--- config.mk ---
export PLATFORM = sky130hd
export DESIGN_NAME = reset_cause_flags
export DESIGN_NICKNAME = d
export VERILOG_FILES = /design/src/design/rc_pkg.sv /design/src/design/reg_access_if.sv /design/src/design/reg_port_decode.sv /design/src/design/irq_sticky.sv /design/src/design/reset_cause_flags.sv
export SDC_FILE = /design/constraint.sdc
export NUM_CORES = 1
export LEC_CHECK = 0
export ABC_AREA = 1
export BUFFER_PORTS_ARGS = -buffer_cell sky130_fd_sc_hd__buf_2
export CAP_MARGIN = 20
export CORE_UTILIZATION = 35
export DETAILED_ROUTE_END_ITERATION = 8
export GPL_ROUTABILITY_DRIVEN = 0
export MAX_ROUTING_LAYER = met4
export PLACE_DENSITY = 0.64
export SLEW_MARGIN = 20
export SYNTH_ARGS = -nofsm -noshare
export SYNTH_HDL_FRONTEND = slang
export SYNTH_HIERARCHICAL = 1
export SYNTH_SLANG_ARGS = --single-unit
export TNS_END_PERCENT = 20
--- constraint.sdc ---
create_clock -name clock -period 1 [get_ports clock]
set_input_delay 0.15 -clock clock [delete_from_list [all_inputs] [get_ports clock]]
set_output_delay 0.15 -clock clock [all_outputs]
set_load 0.05 [all_outputs]
--- src/design/rc_pkg.sv ---
// Overview of operation
// - watchdog timeout reset drives the watchdog flag to 0
// - master-clear pin reset drives the pin flag to 0
// - reset instruction drives the reset-instruction flag to 0
// - firmware writes 1 to re-arm watchdog, pin, instruction and memory flags
// - power-on reset clears the power-on flag; firmware sets it afterwards
// - brown-out or power-on reset clears the brown-out flag; firmware sets it
// - memory violation reset drives the memory-violation flag to 0
// - power-on and brown-out set memory-violation flag; other resets keep it
// - aux register bits 7..2 and 0 read as 0 and ignore writes
// - watchdog clear outside the window drives the window flag to 0
// - return stack overflow sets the overflow flag until firmware clears it
// - return stack underflow sets the underflow flag until firmware clears it
package rc_pkg;
  localparam int unsigned ADDR_W = 4;
  localparam int unsigned DATA_W = 8;
  localparam logic [ADDR_W-1:0] OFS_MAIN = 4'h0;
  localparam logic [ADDR_W-1:0] OFS_AUX = 4'h1;
  localparam logic [ADDR_W-1:0] OFS_IRQ_STATUS = 4'h2;
  localparam logic [ADDR_W-1:0] OFS_IRQ_MASK = 4'h3;
  localparam int unsigned BIT_STACK_OVERFLOW_FLAG = 7;
  localparam int unsigned BIT_STACK_UNDERFLOW_FLAG = 6;
  localparam int unsigned BIT_WINDOW = 5;
  localparam int unsigned BIT_WDOG = 4;
  localparam int unsigned BIT_PIN = 3;
  localparam int unsigned BIT_INSTR = 2;
  localparam int unsigned BIT_POR = 1;
  localparam int unsigned BIT_BOR = 0;
  localparam int unsigned BIT_MEMORY_VIOLATION_FLAG = 1;
  localparam logic [DATA_W-1:0] MAIN_POR_VALUE = 8'h3C;
  localparam logic [DATA_W-1:0] AUX_POR_VALUE = 8'h02;
  localparam logic [DATA_W-1:0] AUX_IMPL_MASK = 8'h02;
  localparam logic [DATA_W-1:0] IRQ_MASK_RESET = 8'h00;
  localparam logic [DATA_W-1:0] ZERO_BYTE = 8'h00;
endpackage

--- src/design/reg_access_if.sv ---
interface reg_access_if;
  logic wr_main;
  logic wr_aux;
  logic wr_irq_status;
  logic wr_irq_mask;
  logic rd_main;
  logic rd_aux;
  logic rd_irq_status;
  logic rd_irq_mask;
  logic [rc_pkg::DATA_W-1:0] wdata;
  modport decoder (
    output wr_main, wr_aux, wr_irq_status, wr_irq_mask,
    output rd_main, rd_aux, rd_irq_status, rd_irq_mask, wdata
  );
  modport regs (
    input wr_main, wr_aux, wr_irq_status, wr_irq_mask,
    input rd_main, rd_aux, rd_irq_status, rd_irq_mask, wdata
  );
endinterface

--- src/design/reg_port_decode.sv ---
module reg_port_decode (
  input wire logic [rc_pkg::ADDR_W-1:0] reg_addr,
  input wire logic [rc_pkg::DATA_W-1:0] reg_wdata,
  input wire logic reg_wr,
  input wire logic reg_rd,
  reg_access_if.decoder port
);
  wire logic hit_main;
  wire logic hit_aux;
  wire logic hit_status;
  wire logic hit_mask;
  assign hit_main = (reg_addr == rc_pkg::OFS_MAIN);
  assign hit_aux = (reg_addr == rc_pkg::OFS_AUX);
  assign hit_status = (reg_addr == rc_pkg::OFS_IRQ_STATUS);
  assign hit_mask = (reg_addr == rc_pkg::OFS_IRQ_MASK);
  // unmapped addresses decode to nothing: writes drop, reads return zero
  assign port.wr_main = reg_wr & hit_main;
  assign port.wr_aux = reg_wr & hit_aux;
  assign port.wr_irq_status = reg_wr & hit_status;
  assign port.wr_irq_mask = reg_wr & hit_mask;
  assign port.rd_main = reg_rd & hit_main;
  assign port.rd_aux = reg_rd & hit_aux;
  assign port.rd_irq_status = reg_rd & hit_status;
  assign port.rd_irq_mask = reg_rd & hit_mask;
  assign port.wdata = reg_wdata;
endmodule // reg_port_decode

--- src/design/irq_sticky.sv ---
module irq_sticky #(
  parameter int unsigned N = 8
) (
  input wire logic clock,
  input wire logic rst_b,
  input wire logic [N-1:0] evt,
  reg_access_if.regs port,
  output logic [N-1:0] status,
  output logic [N-1:0] mask,
  output logic irq
);
  if (N < 1 || N > rc_pkg::DATA_W) begin : g_check
    $error("irq_sticky: N must lie in 1..DATA_W");
  end
  logic [N-1:0] status_r;
  logic [N-1:0] mask_r;
  for (genvar i = 0; i < N; i++) begin : g_bit
    wire logic clr;
    assign clr = port.wr_irq_status & port.wdata[i];
    // an event in the clearing cycle wins so it is never lost
    always_ff @(posedge clock or negedge rst_b) begin
      if (!rst_b) begin
        status_r[i] <= 1'h0;
      end else if (evt[i]) begin
        status_r[i] <= 1'h1;
      end else if (clr) begin
        status_r[i] <= 1'h0;
      end
    end
  end
  always_ff @(posedge clock or negedge rst_b) begin
    if (!rst_b) begin
      mask_r <= rc_pkg::IRQ_MASK_RESET[N-1:0];
    end else if (port.wr_irq_mask) begin
      mask_r <= port.wdata[N-1:0];
    end
  end
  assign status = status_r;
  assign mask = mask_r;
  assign irq = |(status_r & mask_r);
endmodule // irq_sticky

--- src/design/reset_cause_flags.sv ---
// Local design decisions: the register addresses and the address-and-strobe port.
module reset_cause_flags (
  input wire logic clock,
  input wire logic rst_b,
  input wire logic [rc_pkg::ADDR_W-1:0] reg_addr,
  input wire logic [rc_pkg::DATA_W-1:0] reg_wdata,
  input wire logic reg_wr,
  input wire logic reg_rd,
  output logic [rc_pkg::DATA_W-1:0] reg_rdata,
  input wire logic watchdog_timeout_evt,
  input wire logic window_violation_evt,
  input wire logic pin_reset_evt,
  input wire logic reset_instr_evt,
  input wire logic brownout_evt,
  input wire logic memory_violation_evt,
  input wire logic stack_overflow_evt,
  input wire logic stack_underflow_evt,
  output logic [rc_pkg::DATA_W-1:0] cause_main,
  output logic [rc_pkg::DATA_W-1:0] cause_aux,
  output logic irq
);
  // flag storage for the cause of the latest reset; rst_b is the power-on
  // reset, every other reset kind arrives as a one-cycle event pulse
  reg_access_if bus_if ();

  // the interrupt map lends the power-on position to the memory flag, so
  // those two bit positions must stay equal
  if (rc_pkg::BIT_MEMORY_VIOLATION_FLAG != rc_pkg::BIT_POR) begin : g_check
    $error("reset_cause_flags: memory flag bit must match the power-on bit");
  end

  reg_port_decode u_decode (
    .reg_addr(reg_addr),
    .reg_wdata(reg_wdata),
    .reg_wr(reg_wr),
    .reg_rd(reg_rd),
    .port(bus_if.decoder)
  );

  logic [rc_pkg::DATA_W-1:0] main_r;
  logic [rc_pkg::DATA_W-1:0] main_nxt;
  logic [rc_pkg::DATA_W-1:0] aux_r;
  logic [rc_pkg::DATA_W-1:0] aux_nxt;
  logic [rc_pkg::DATA_W-1:0] rdata_r;
  logic [rc_pkg::DATA_W-1:0] rdata_nxt;
  wire logic [rc_pkg::DATA_W-1:0] main_hw_clear;
  wire logic [rc_pkg::DATA_W-1:0] main_hw_set;
  wire logic [rc_pkg::DATA_W-1:0] aux_hw_clear;
  wire logic [rc_pkg::DATA_W-1:0] aux_hw_set;
  wire logic [rc_pkg::DATA_W-1:0] main_sw;
  wire logic [rc_pkg::DATA_W-1:0] aux_sw;
  wire logic [rc_pkg::DATA_W-1:0] irq_evt;
  wire logic [rc_pkg::DATA_W-1:0] irq_status;
  wire logic [rc_pkg::DATA_W-1:0] irq_mask;
  wire logic [rc_pkg::DATA_W-1:0] rd_sel;

  // reset causes that hardware drives to 0
  assign main_hw_clear[rc_pkg::BIT_STACK_OVERFLOW_FLAG] = 1'h0;
  assign main_hw_clear[rc_pkg::BIT_STACK_UNDERFLOW_FLAG] = 1'h0;
  assign main_hw_clear[rc_pkg::BIT_WINDOW] = window_violation_evt;
  assign main_hw_clear[rc_pkg::BIT_WDOG] = watchdog_timeout_evt;
  assign main_hw_clear[rc_pkg::BIT_PIN] = pin_reset_evt;
  assign main_hw_clear[rc_pkg::BIT_INSTR] = reset_instr_evt;
  // the power-on flag is cleared only by rst_b itself
  assign main_hw_clear[rc_pkg::BIT_POR] = 1'h0;
  assign main_hw_clear[rc_pkg::BIT_BOR] = brownout_evt;

  // stack faults are the only causes that hardware drives to 1 in the main register
  assign main_hw_set[rc_pkg::BIT_STACK_OVERFLOW_FLAG] = stack_overflow_evt;
  assign main_hw_set[rc_pkg::BIT_STACK_UNDERFLOW_FLAG] = stack_underflow_evt;
  assign main_hw_set[rc_pkg::BIT_WINDOW:rc_pkg::BIT_BOR] = 6'h00;

  assign aux_hw_clear = memory_violation_evt ? rc_pkg::AUX_IMPL_MASK : rc_pkg::ZERO_BYTE;
  assign aux_hw_set = brownout_evt ? rc_pkg::AUX_IMPL_MASK : rc_pkg::ZERO_BYTE;

  // firmware value first, then hardware overrides so no event is lost
  assign main_sw = bus_if.wr_main ? bus_if.wdata : main_r;
  assign aux_sw = bus_if.wr_aux ? bus_if.wdata : aux_r;

  // untouched bits hold, so a flag outlives resets of other kinds
  assign main_nxt = (main_sw & ~main_hw_clear) | main_hw_set;
  // a memory violation in the same cycle as a brown-out still reads as 0
  assign aux_nxt = ((aux_sw | aux_hw_set) & ~aux_hw_clear) & rc_pkg::AUX_IMPL_MASK;

  // power-on values; rst_b stands for the power-on reset
  always_ff @(posedge clock or negedge rst_b) begin
    if (!rst_b) begin
      main_r <= rc_pkg::MAIN_POR_VALUE;
      aux_r <= rc_pkg::AUX_POR_VALUE;
    end else begin
      main_r <= main_nxt;
      aux_r <= aux_nxt;
    end
  end

  // interrupt bits share the main layout; memory violation sits on bit 1
  assign irq_evt = main_hw_clear | main_hw_set | aux_hw_clear;

  irq_sticky #(
    .N(rc_pkg::DATA_W)
  ) u_irq (
    .clock(clock),
    .rst_b(rst_b),
    .evt(irq_evt),
    .port(bus_if.regs),
    .status(irq_status),
    .mask(irq_mask),
    .irq(irq)
  );

  assign rd_sel = bus_if.rd_main ? main_r :
                  bus_if.rd_aux ? aux_r :
                  bus_if.rd_irq_status ? irq_status :
                  bus_if.rd_irq_mask ? irq_mask :
                  rc_pkg::ZERO_BYTE;
  // read data stand for one cycle only, zero otherwise
  assign rdata_nxt = reg_rd ? rd_sel : rc_pkg::ZERO_BYTE;

  always_ff @(posedge clock or negedge rst_b) begin
    if (!rst_b) begin
      rdata_r <= rc_pkg::ZERO_BYTE;
    end else begin
      rdata_r <= rdata_nxt;
    end
  end

  assign reg_rdata = rdata_r;
  assign cause_main = main_r;
  assign cause_aux = aux_r;

  wdog_clear_a : assert property (
    @(posedge clock) disable iff (!rst_b)
    watchdog_timeout_evt |=> !main_r[rc_pkg::BIT_WDOG]
  ) else $error("watchdog flag not cleared by timeout");

  pin_clear_a : assert property (
    @(posedge clock) disable iff (!rst_b)
    pin_reset_evt |=> !main_r[rc_pkg::BIT_PIN] && !cause_main[rc_pkg::BIT_PIN]
  ) else $error("pin flag not cleared by pin reset");

  instr_clear_a : assert property (
    @(posedge clock) disable iff (!rst_b)
    reset_instr_evt |=> !main_r[rc_pkg::BIT_INSTR]
  ) else $error("instruction flag not cleared");

  rearm_main_a : assert property (
    @(posedge clock) disable iff (!rst_b)
    bus_if.wr_main && bus_if.wdata[rc_pkg::BIT_WDOG] && bus_if.wdata[rc_pkg::BIT_PIN]
      && bus_if.wdata[rc_pkg::BIT_INSTR] && !watchdog_timeout_evt && !pin_reset_evt
      && !reset_instr_evt
    |=> main_r[rc_pkg::BIT_WDOG] && main_r[rc_pkg::BIT_PIN] && main_r[rc_pkg::BIT_INSTR]
  ) else $error("firmware re-arm of main flags lost");

  rearm_memory_violation_flag_a : assert property (
    @(posedge clock) disable iff (!rst_b)
    bus_if.wr_aux && bus_if.wdata[rc_pkg::BIT_MEMORY_VIOLATION_FLAG] && !memory_violation_evt
    |=> aux_r[rc_pkg::BIT_MEMORY_VIOLATION_FLAG]
  ) else $error("firmware re-arm of memory flag lost");

  por_hold_a : assert property (
    @(posedge clock) disable iff (!rst_b)
    !bus_if.wr_main |=> main_r[rc_pkg::BIT_POR] == $past(main_r[rc_pkg::BIT_POR])
  ) else $error("power-on flag changed without a write");

  bor_clear_a : assert property (
    @(posedge clock) disable iff (!rst_b)
    brownout_evt |=> !main_r[rc_pkg::BIT_BOR]
  ) else $error("brown-out flag not cleared");

  memory_violation_flag_clear_a : assert property (
    @(posedge clock) disable iff (!rst_b)
    memory_violation_evt |=> !aux_r[rc_pkg::BIT_MEMORY_VIOLATION_FLAG]
  ) else $error("memory flag not cleared");

  memory_violation_flag_bor_set_a : assert property (
    @(posedge clock) disable iff (!rst_b)
    brownout_evt && !memory_violation_evt |=> aux_r[rc_pkg::BIT_MEMORY_VIOLATION_FLAG]
  ) else $error("brown-out did not set memory flag");

  memory_violation_flag_keep_a : assert property (
    @(posedge clock) disable iff (!rst_b)
    !brownout_evt && !memory_violation_evt && !bus_if.wr_aux
    |=> $stable(aux_r)
  ) else $error("memory flag changed on another reset");

  aux_unimpl_a : assert property (
    @(posedge clock) disable iff (!rst_b)
    bus_if.rd_aux |=> (reg_rdata & ~rc_pkg::AUX_IMPL_MASK) == rc_pkg::ZERO_BYTE
  ) else $error("unimplemented aux bits read nonzero");

  window_clear_a : assert property (
    @(posedge clock) disable iff (!rst_b)
    window_violation_evt |=> !main_r[rc_pkg::BIT_WINDOW]
  ) else $error("window flag not cleared");

  ovf_sticky_a : assert property (
    @(posedge clock) disable iff (!rst_b)
    stack_overflow_evt ##1 (!bus_if.wr_main) [*3]
    |-> main_r[rc_pkg::BIT_STACK_OVERFLOW_FLAG]
  ) else $error("overflow flag did not stay set");

  unf_sticky_a : assert property (
    @(posedge clock) disable iff (!rst_b)
    stack_underflow_evt |=> main_r[rc_pkg::BIT_STACK_UNDERFLOW_FLAG]
  ) else $error("underflow flag not set");

  main_keep_a : assert property (
    @(posedge clock) disable iff (!rst_b)
    !bus_if.wr_main && main_hw_clear == rc_pkg::ZERO_BYTE
      && main_hw_set == rc_pkg::ZERO_BYTE
    |=> $stable(main_r)
  ) else $error("main flags changed with no cause");

  read_data_a : assert property (
    @(posedge clock) disable iff (!rst_b)
    bus_if.rd_main && !bus_if.wr_main && !(|main_hw_clear) && !(|main_hw_set)
    |=> reg_rdata == main_r
  ) else $error("main read returned wrong data");

  read_idle_a : assert property (
    @(posedge clock) disable iff (!rst_b)
    !reg_rd |=> reg_rdata == rc_pkg::ZERO_BYTE
  ) else $error("read data not zero outside answer");

  irq_level_a : assert property (
    @(posedge clock) disable iff (!rst_b)
    watchdog_timeout_evt && irq_mask[rc_pkg::BIT_WDOG] && !bus_if.wr_irq_mask
    |=> irq
  ) else $error("unmasked event raised no interrupt");

  wdog_hold_a : assert property (
    @(posedge clock) disable iff (!rst_b)
    !watchdog_timeout_evt && !bus_if.wr_main |=> $stable(main_r[rc_pkg::BIT_WDOG])
  ) else $error("watchdog flag moved with no cause");

  window_hold_a : assert property (
    @(posedge clock) disable iff (!rst_b)
    !window_violation_evt && !bus_if.wr_main |=> $stable(main_r[rc_pkg::BIT_WINDOW])
  ) else $error("window flag moved with no cause");

  pin_hold_a : assert property (
    @(posedge clock) disable iff (!rst_b)
    !pin_reset_evt && !bus_if.wr_main |=> $stable(main_r[rc_pkg::BIT_PIN])
  ) else $error("pin flag moved with no cause");

  instr_hold_a : assert property (
    @(posedge clock) disable iff (!rst_b)
    !reset_instr_evt && !bus_if.wr_main |=> $stable(main_r[rc_pkg::BIT_INSTR])
  ) else $error("instruction flag moved with no cause");

  bor_hold_a : assert property (
    @(posedge clock) disable iff (!rst_b)
    !brownout_evt && !bus_if.wr_main |=> $stable(main_r[rc_pkg::BIT_BOR])
  ) else $error("brown-out flag moved with no cause");

  ovf_keep_a : assert property (
    @(posedge clock) disable iff (!rst_b)
    main_r[rc_pkg::BIT_STACK_OVERFLOW_FLAG] && !bus_if.wr_main |=> main_r[rc_pkg::BIT_STACK_OVERFLOW_FLAG]
  ) else $error("overflow flag dropped without a write");

  unf_keep_a : assert property (
    @(posedge clock) disable iff (!rst_b)
    main_r[rc_pkg::BIT_STACK_UNDERFLOW_FLAG] && !bus_if.wr_main |=> main_r[rc_pkg::BIT_STACK_UNDERFLOW_FLAG]
  ) else $error("underflow flag dropped without a write");

  main_write_a : assert property (
    @(posedge clock) disable iff (!rst_b)
    bus_if.wr_main && main_hw_clear == rc_pkg::ZERO_BYTE && main_hw_set == rc_pkg::ZERO_BYTE
    |=> main_r == $past(bus_if.wdata)
  ) else $error("main write did not land");

  aux_write_a : assert property (
    @(posedge clock) disable iff (!rst_b)
    bus_if.wr_aux && !memory_violation_evt && !brownout_evt
    |=> aux_r == ($past(bus_if.wdata) & rc_pkg::AUX_IMPL_MASK)
  ) else $error("aux write touched an empty bit");

  aux_zero_a : assert property (
    @(posedge clock) disable iff (!rst_b)
    (aux_r & ~rc_pkg::AUX_IMPL_MASK) == rc_pkg::ZERO_BYTE
  ) else $error("unimplemented aux bit set");

  memory_violation_flag_status_a : assert property (
    @(posedge clock) disable iff (!rst_b)
    memory_violation_evt |=> irq_status[rc_pkg::BIT_MEMORY_VIOLATION_FLAG]
  ) else $error("memory event missing from status");

  aux_read_a : assert property (
    @(posedge clock) disable iff (!rst_b)
    bus_if.rd_aux && !bus_if.wr_aux && !memory_violation_evt && !brownout_evt
    |=> reg_rdata == aux_r
  ) else $error("aux read returned wrong data");

  status_read_a : assert property (
    @(posedge clock) disable iff (!rst_b)
    bus_if.rd_irq_status && !bus_if.wr_irq_status && irq_evt == rc_pkg::ZERO_BYTE
    |=> reg_rdata == irq_status
  ) else $error("status read returned wrong data");

  mask_read_a : assert property (
    @(posedge clock) disable iff (!rst_b)
    bus_if.rd_irq_mask && !bus_if.wr_irq_mask |=> reg_rdata == irq_mask
  ) else $error("mask read returned wrong data");

  unmapped_read_a : assert property (
    @(posedge clock) disable iff (!rst_b)
    reg_rd && !bus_if.rd_main && !bus_if.rd_aux && !bus_if.rd_irq_status && !bus_if.rd_irq_mask
    |=> reg_rdata == rc_pkg::ZERO_BYTE
  ) else $error("unmapped read returned data");

  status_set_a : assert property (
    @(posedge clock) disable iff (!rst_b)
    watchdog_timeout_evt |=> irq_status[rc_pkg::BIT_WDOG]
  ) else $error("watchdog event missing from status");

  status_clear_a : assert property (
    @(posedge clock) disable iff (!rst_b)
    bus_if.wr_irq_status && bus_if.wdata[rc_pkg::BIT_WDOG] && !watchdog_timeout_evt
    |=> !irq_status[rc_pkg::BIT_WDOG]
  ) else $error("status bit not cleared by write");

  mask_write_a : assert property (
    @(posedge clock) disable iff (!rst_b)
    bus_if.wr_irq_mask |=> irq_mask == $past(bus_if.wdata)
  ) else $error("mask write did not land");

  irq_low_a : assert property (
    @(posedge clock) disable iff (!rst_b)
    bus_if.wr_irq_mask && bus_if.wdata == rc_pkg::ZERO_BYTE |=> !irq
  ) else $error("interrupt high with every bit masked");

  bor_status_a : assert property (
    @(posedge clock) disable iff (!rst_b)
    brownout_evt |=> irq_status[rc_pkg::BIT_BOR]
  ) else $error("brown-out event missing from status");

  ovf_status_a : assert property (
    @(posedge clock) disable iff (!rst_b)
    stack_overflow_evt |=> irq_status[rc_pkg::BIT_STACK_OVERFLOW_FLAG]
  ) else $error("overflow event missing from status");
endmodule // reset_cause_flags

==> impl_results.html <==
<table>
<tr><th>Metric</th><th>Value</th></tr>
<tr><th colspan="2">Status</th></tr>
<tr><td>Run status</td><td>finished with violations</td></tr>
<tr><td>Violated checks</td><td>negative setup slack</td></tr>
<tr><th colspan="2">Pwr</th></tr>
<tr><td>Clock power frac</td><td>0.367</td></tr>
<tr><td>Pwr/cell area</td><td>1460 nW/um2</td></tr>
<tr><td>Fraction of power consumed by sequential logic</td><td>0.421</td></tr>
<tr><td>Fraction of power spent switching nets</td><td>0.280</td></tr>
<tr><td>Comb pwr share</td><td>0.212</td></tr>
<tr><td>Static leakage</td><td>0.00119 uW</td></tr>
<tr><td>P_sw</td><td>1000 uW</td></tr>
<tr><td>Internal power contribution</td><td>2580 uW</td></tr>
<tr><td>Worst ir drop on vdd</td><td>0.000534 V</td></tr>
<tr><th colspan="2">Global routing</th></tr>
<tr><td>Antenna violations before repair</td><td>0</td></tr>
<tr><td>First-pass GRT wire length</td><td>6.69 mm</td></tr>
<tr><td>Via count of the first global-routing pass</td><td>1477</td></tr>
<tr><td>Total global routing overflow</td><td>0</td></tr>
<tr><td>Pin count of the biggest net entering global routing</td><td>34</td></tr>
<tr><td>Total global routing track utilization</td><td>0.179</td></tr>
<tr><th colspan="2">Clock tree</th></tr>
<tr><td>Number of buffers created by CTS</td><td>5</td></tr>
<tr><td>TritonCTS clock tree</td><td>built</td></tr>
<tr><td>Root Buffer</td><td>clkbuf_8</td></tr>
<tr><td>Clock network latency to the later pin of the worst-skew pair</td><td>0.29 ns</td></tr>
<tr><td>CTS max path bufs</td><td>2</td></tr>
<tr><td>Maximum level of the CTS H-tree</td><td>2</td></tr>
<tr><td>Sinks on the clock net</td><td>33</td></tr>
<tr><td>Clock slew at reported path FFs</td><td>0.07 ns</td></tr>
<tr><th colspan="2">Setup path</th></tr>
<tr><td>Biggest cell delay along the critical path</td><td>0.39 ns</td></tr>
<tr><td>Most used cell, CP</td><td>nand2_1</td></tr>
<tr><td>FF-to-FF setup slack</td><td>-0.06 ns</td></tr>
<tr><td>Cell Chain, Critical Path</td><td>nand2_1 -&gt; nand2_1 -&gt; nor2_2 -&gt; nand2_2 -&gt; buf_6</td></tr>
<tr><td>Max stage delay cell, worst path</td><td>dfrtp_1</td></tr>
<tr><td>Crit Reg-Reg Startpoint</td><td>cause_aux[1]</td></tr>
<tr><td>CP endpoint kind</td><td>output pin</td></tr>
<tr><td>Maximum fanout count along the critical path</td><td>2</td></tr>
<tr><td>Critical Path RT</td><td>0.85 ns</td></tr>
<tr><td>Arrival time of the worst setup path</td><td>1.14 ns</td></tr>
<tr><td>Startpoint-to-endpoint class of the critical path</td><td>register to output pin</td></tr>
<tr><td>Cell family with the largest share of critical-path delay</td><td>flip-flops</td></tr>
<tr><td>Worst R2R Path Depth</td><td>5</td></tr>
<tr><td>Capture point of the worst reg-to-reg path</td><td>reg_rdata[1]</td></tr>
<tr><td>WP buf/inv</td><td>1</td></tr>
<tr><td>Startpoint class of the critical path</td><td>register</td></tr>
<tr><th colspan="2">Finish</th></tr>
<tr><td>Leading cell types in the layout, fill and taps excluded</td><td>nand2_1 (75), buf_4 (34), dfrtp_1 (27), buf_2 (22), inv_1 (16)</td></tr>
<tr><td>Area Overhead vs Synth</td><td>43.8%</td></tr>
<tr><td>Commonest non-fill, non-tap cell in the layout</td><td>nand2_1</td></tr>
<tr><td>Proportion of layout cells with a drive suffix above 1</td><td>0.367</td></tr>
<tr><td>Final Net Count</td><td>312</td></tr>
<tr><td>ANT cells</td><td>0</td></tr>
<tr><th colspan="2">STA</th></tr>
<tr><td>Maximum clock rate</td><td>777 MHz</td></tr>
<tr><td>Final Hold Violating Endpoints</td><td>0</td></tr>
<tr><td>Worst Setup Slack, final</td><td>-0.287 ns</td></tr>
<tr><td>Post-Route Hold Slack</td><td>0.0520 ns</td></tr>
<tr><td>Clock tree skew after final layout</td><td>0.00651 ns</td></tr>
<tr><td>Final worst-path cycle share</td><td>1.29</td></tr>
<tr><td>Setup repair after global routing missed its margin</td><td>true</td></tr>
<tr><td>Max Slew Vio Count</td><td>0</td></tr>
<tr><td>Post-route setup TNS</td><td>-1.08 ns</td></tr>
<tr><td>Final setup fails</td><td>11</td></tr>
<tr><td>Final critical-path required period</td><td>1.29 ns</td></tr>
<tr><th colspan="2">Routing</th></tr>
<tr><td>Average routed wire per standard cell</td><td>12.4 um</td></tr>
<tr><td>Pre-antenna DRT Iters</td><td>4</td></tr>
<tr><td>Number of vias in the routed layout</td><td>1585</td></tr>
<tr><td>Detailed Route WL</td><td>4.25 mm</td></tr>
<tr><td>DRC violation total after the first TritonRoute iteration</td><td>111</td></tr>
<tr><td>Number of nets with antenna violations after detailed routing</td><td>0</td></tr>
<tr><td>Drt via density</td><td>4.62</td></tr>
<tr><td>Remaining DRCs</td><td>0</td></tr>
<tr><th colspan="2">Logic synthesis</th></tr>
<tr><td>Cell count after synthesis</td><td>216</td></tr>
<tr><td>Number of register bits inferred by synthesis</td><td>33</td></tr>
<tr><td>Average size of a mapped cell</td><td>7.89 um2</td></tr>
<tr><td>Synth warnings</td><td>6</td></tr>
<tr><td>Post-synthesis cell type count</td><td>18</td></tr>
<tr><td>Sequential-to-total area share from yosys stat</td><td>0.488</td></tr>
<tr><td>Total standard cell area after synthesis</td><td>1700 um2</td></tr>
<tr><th colspan="2">Die</th></tr>
<tr><td>Initial Util</td><td>0.363</td></tr>
<tr><td>Y dimension of the die</td><td>71.8 um</td></tr>
<tr><td>Floorplan die area</td><td>5150 um2</td></tr>
<tr><td>Standard-cell row count</td><td>25</td></tr>
<tr><td>Ports</td><td>49</td></tr>
<tr><td>Die outline width</td><td>71.8 um</td></tr>
<tr><td>Placeable core region</td><td>4690 um2</td></tr>
<tr><th colspan="2">Run</th></tr>
<tr><td>Number of maximum-capacitance violations</td><td>0</td></tr>
<tr><th colspan="2">Hold path</th></tr>
<tr><td>Hold EP</td><td>u_irq/status[1]</td></tr>
<tr><td>Beginning of the worst hold path</td><td>memory_violation_evt</td></tr>
<tr><td>Hold Path Depth</td><td>2</td></tr>
<tr><td>Hold crit path type</td><td>input port to register</td></tr>
<tr><th colspan="2">Place</th></tr>
<tr><td>Hpwl dp</td><td>2.89 mm</td></tr>
<tr><td>Number of buffers added on ports</td><td>41</td></tr>
</table>
[power groups by stage]
stage	clock, uW	combinational [uW]	sequential [uW]
after detailed placement	0	654	1520
after floorplan	0	297	1620
after global routing	1380	829	1520
after global placement	0	650	1520
after CTS	1340	711	1510
final	1310	758	1510
[through the flow]
step	std cells	setup slack [ns]	area [um2]	power, uW	utilization
detailed placement	323	-0.223	2060	2180	0.440
CTS	338	-0.302	2360	3550	0.503
finish	343	-0.287	2450	3580	0.522
global placement	323	-0.199	2060	2170	0.440
global route	343	-0.340	2450	3730	0.522
floorplan	222	-0.0210	1730	1920	-
[timing repair]
| item | CTS | global route |
|---|---|---|
| cloned | 0 | 0 |
| pin swaps | 2 | 6 |
| hold buffers | 5 | 0 |
| buffers inserted | 2 | 5 |
| gates resized for setup | 37 | 16 |
| endpoints found under the hold margin | 32 | 0 |
| endpoints found under the setup margin | 18 | 23 |
[routing by layer]
layer	part of all wire	up-vias	GRT usage
li1	-	792	-
met5	0	-	-
met2	0.50	36	0.285
met1	0.45	749	0.220
met4	0.019	0	0.0915
met3	0.029	8	0.0267
[how the worst max path moves through the flow]
| stage | from | end | slack, ns | cells past startpoint |
|---|---|---|---|---|
| after detailed placement | reg_addr[3] | reg_rdata[4] | -0.22 | 10 |
| after CTS | u_irq/status[5] | irq | -0.30 | 5 |
| after floorplan | cause_aux[1] | reg_rdata[1] | -0.02 | 4 |
| final | u_irq/status[7] | irq | -0.29 | 5 |
| after global routing | u_irq/status[0] | irq | -0.34 | 5 |
| after global placement | reg_addr[3] | reg_rdata[0] | -0.20 | 10 |
[cell type report]
type	instances	area, um2
Fill cell	453	2240
Sequential cell	33	833
Multi-Input combinational cell	147	684
Timing Repair Buffer	80	666
Clock buffer	7	86.3
Inverter	21	83.8
Tap cell	54	67.6
Clock inverter	1	30.0
[logic make-up after synthesis]
| logic type | synth area share |
|---|---|
| flops | 0.488 |
| buf+inv | 0.145 |
| compound gates | 0.116 |
| other cells | 0.00220 |
| simple gates | 0.248 |
[state kept, by name, indices dropped and copies added (netlist names)]
name and cells:
cause_main 8, cause_aux 1, u_irq/status 8, u_irq/mask 8, reg_rdata 8
[synth_stat cells]
| cell type | number | area share |
|---|---|---|
| buf_4 | 16 | 0.070 |
| inv_1 | 17 | 0.037 |
| o21bai_1 | 1 | 0.0044 |
| dfrtp_1 | 28 | 0.41 |
| clkinv_4 | 1 | 0.0051 |
| inv_2 | 3 | 0.0066 |
| a21oi_1 | 15 | 0.044 |
| buf_2 | 2 | 0.0059 |
| nor2_4 | 2 | 0.013 |
| dfstp_2 | 5 | 0.077 |
| conb_1 | 1 | 0.0022 |
| nor2_1 | 15 | 0.033 |
| o21ai_0 | 11 | 0.032 |
| nand3_1 | 8 | 0.023 |
| buf_6 | 3 | 0.020 |
| a21o_1 | 8 | 0.035 |
| nand3b_1 | 1 | 0.0044 |
| nand2_1 | 79 | 0.17 |
Power figures use the tool's default switching activity.
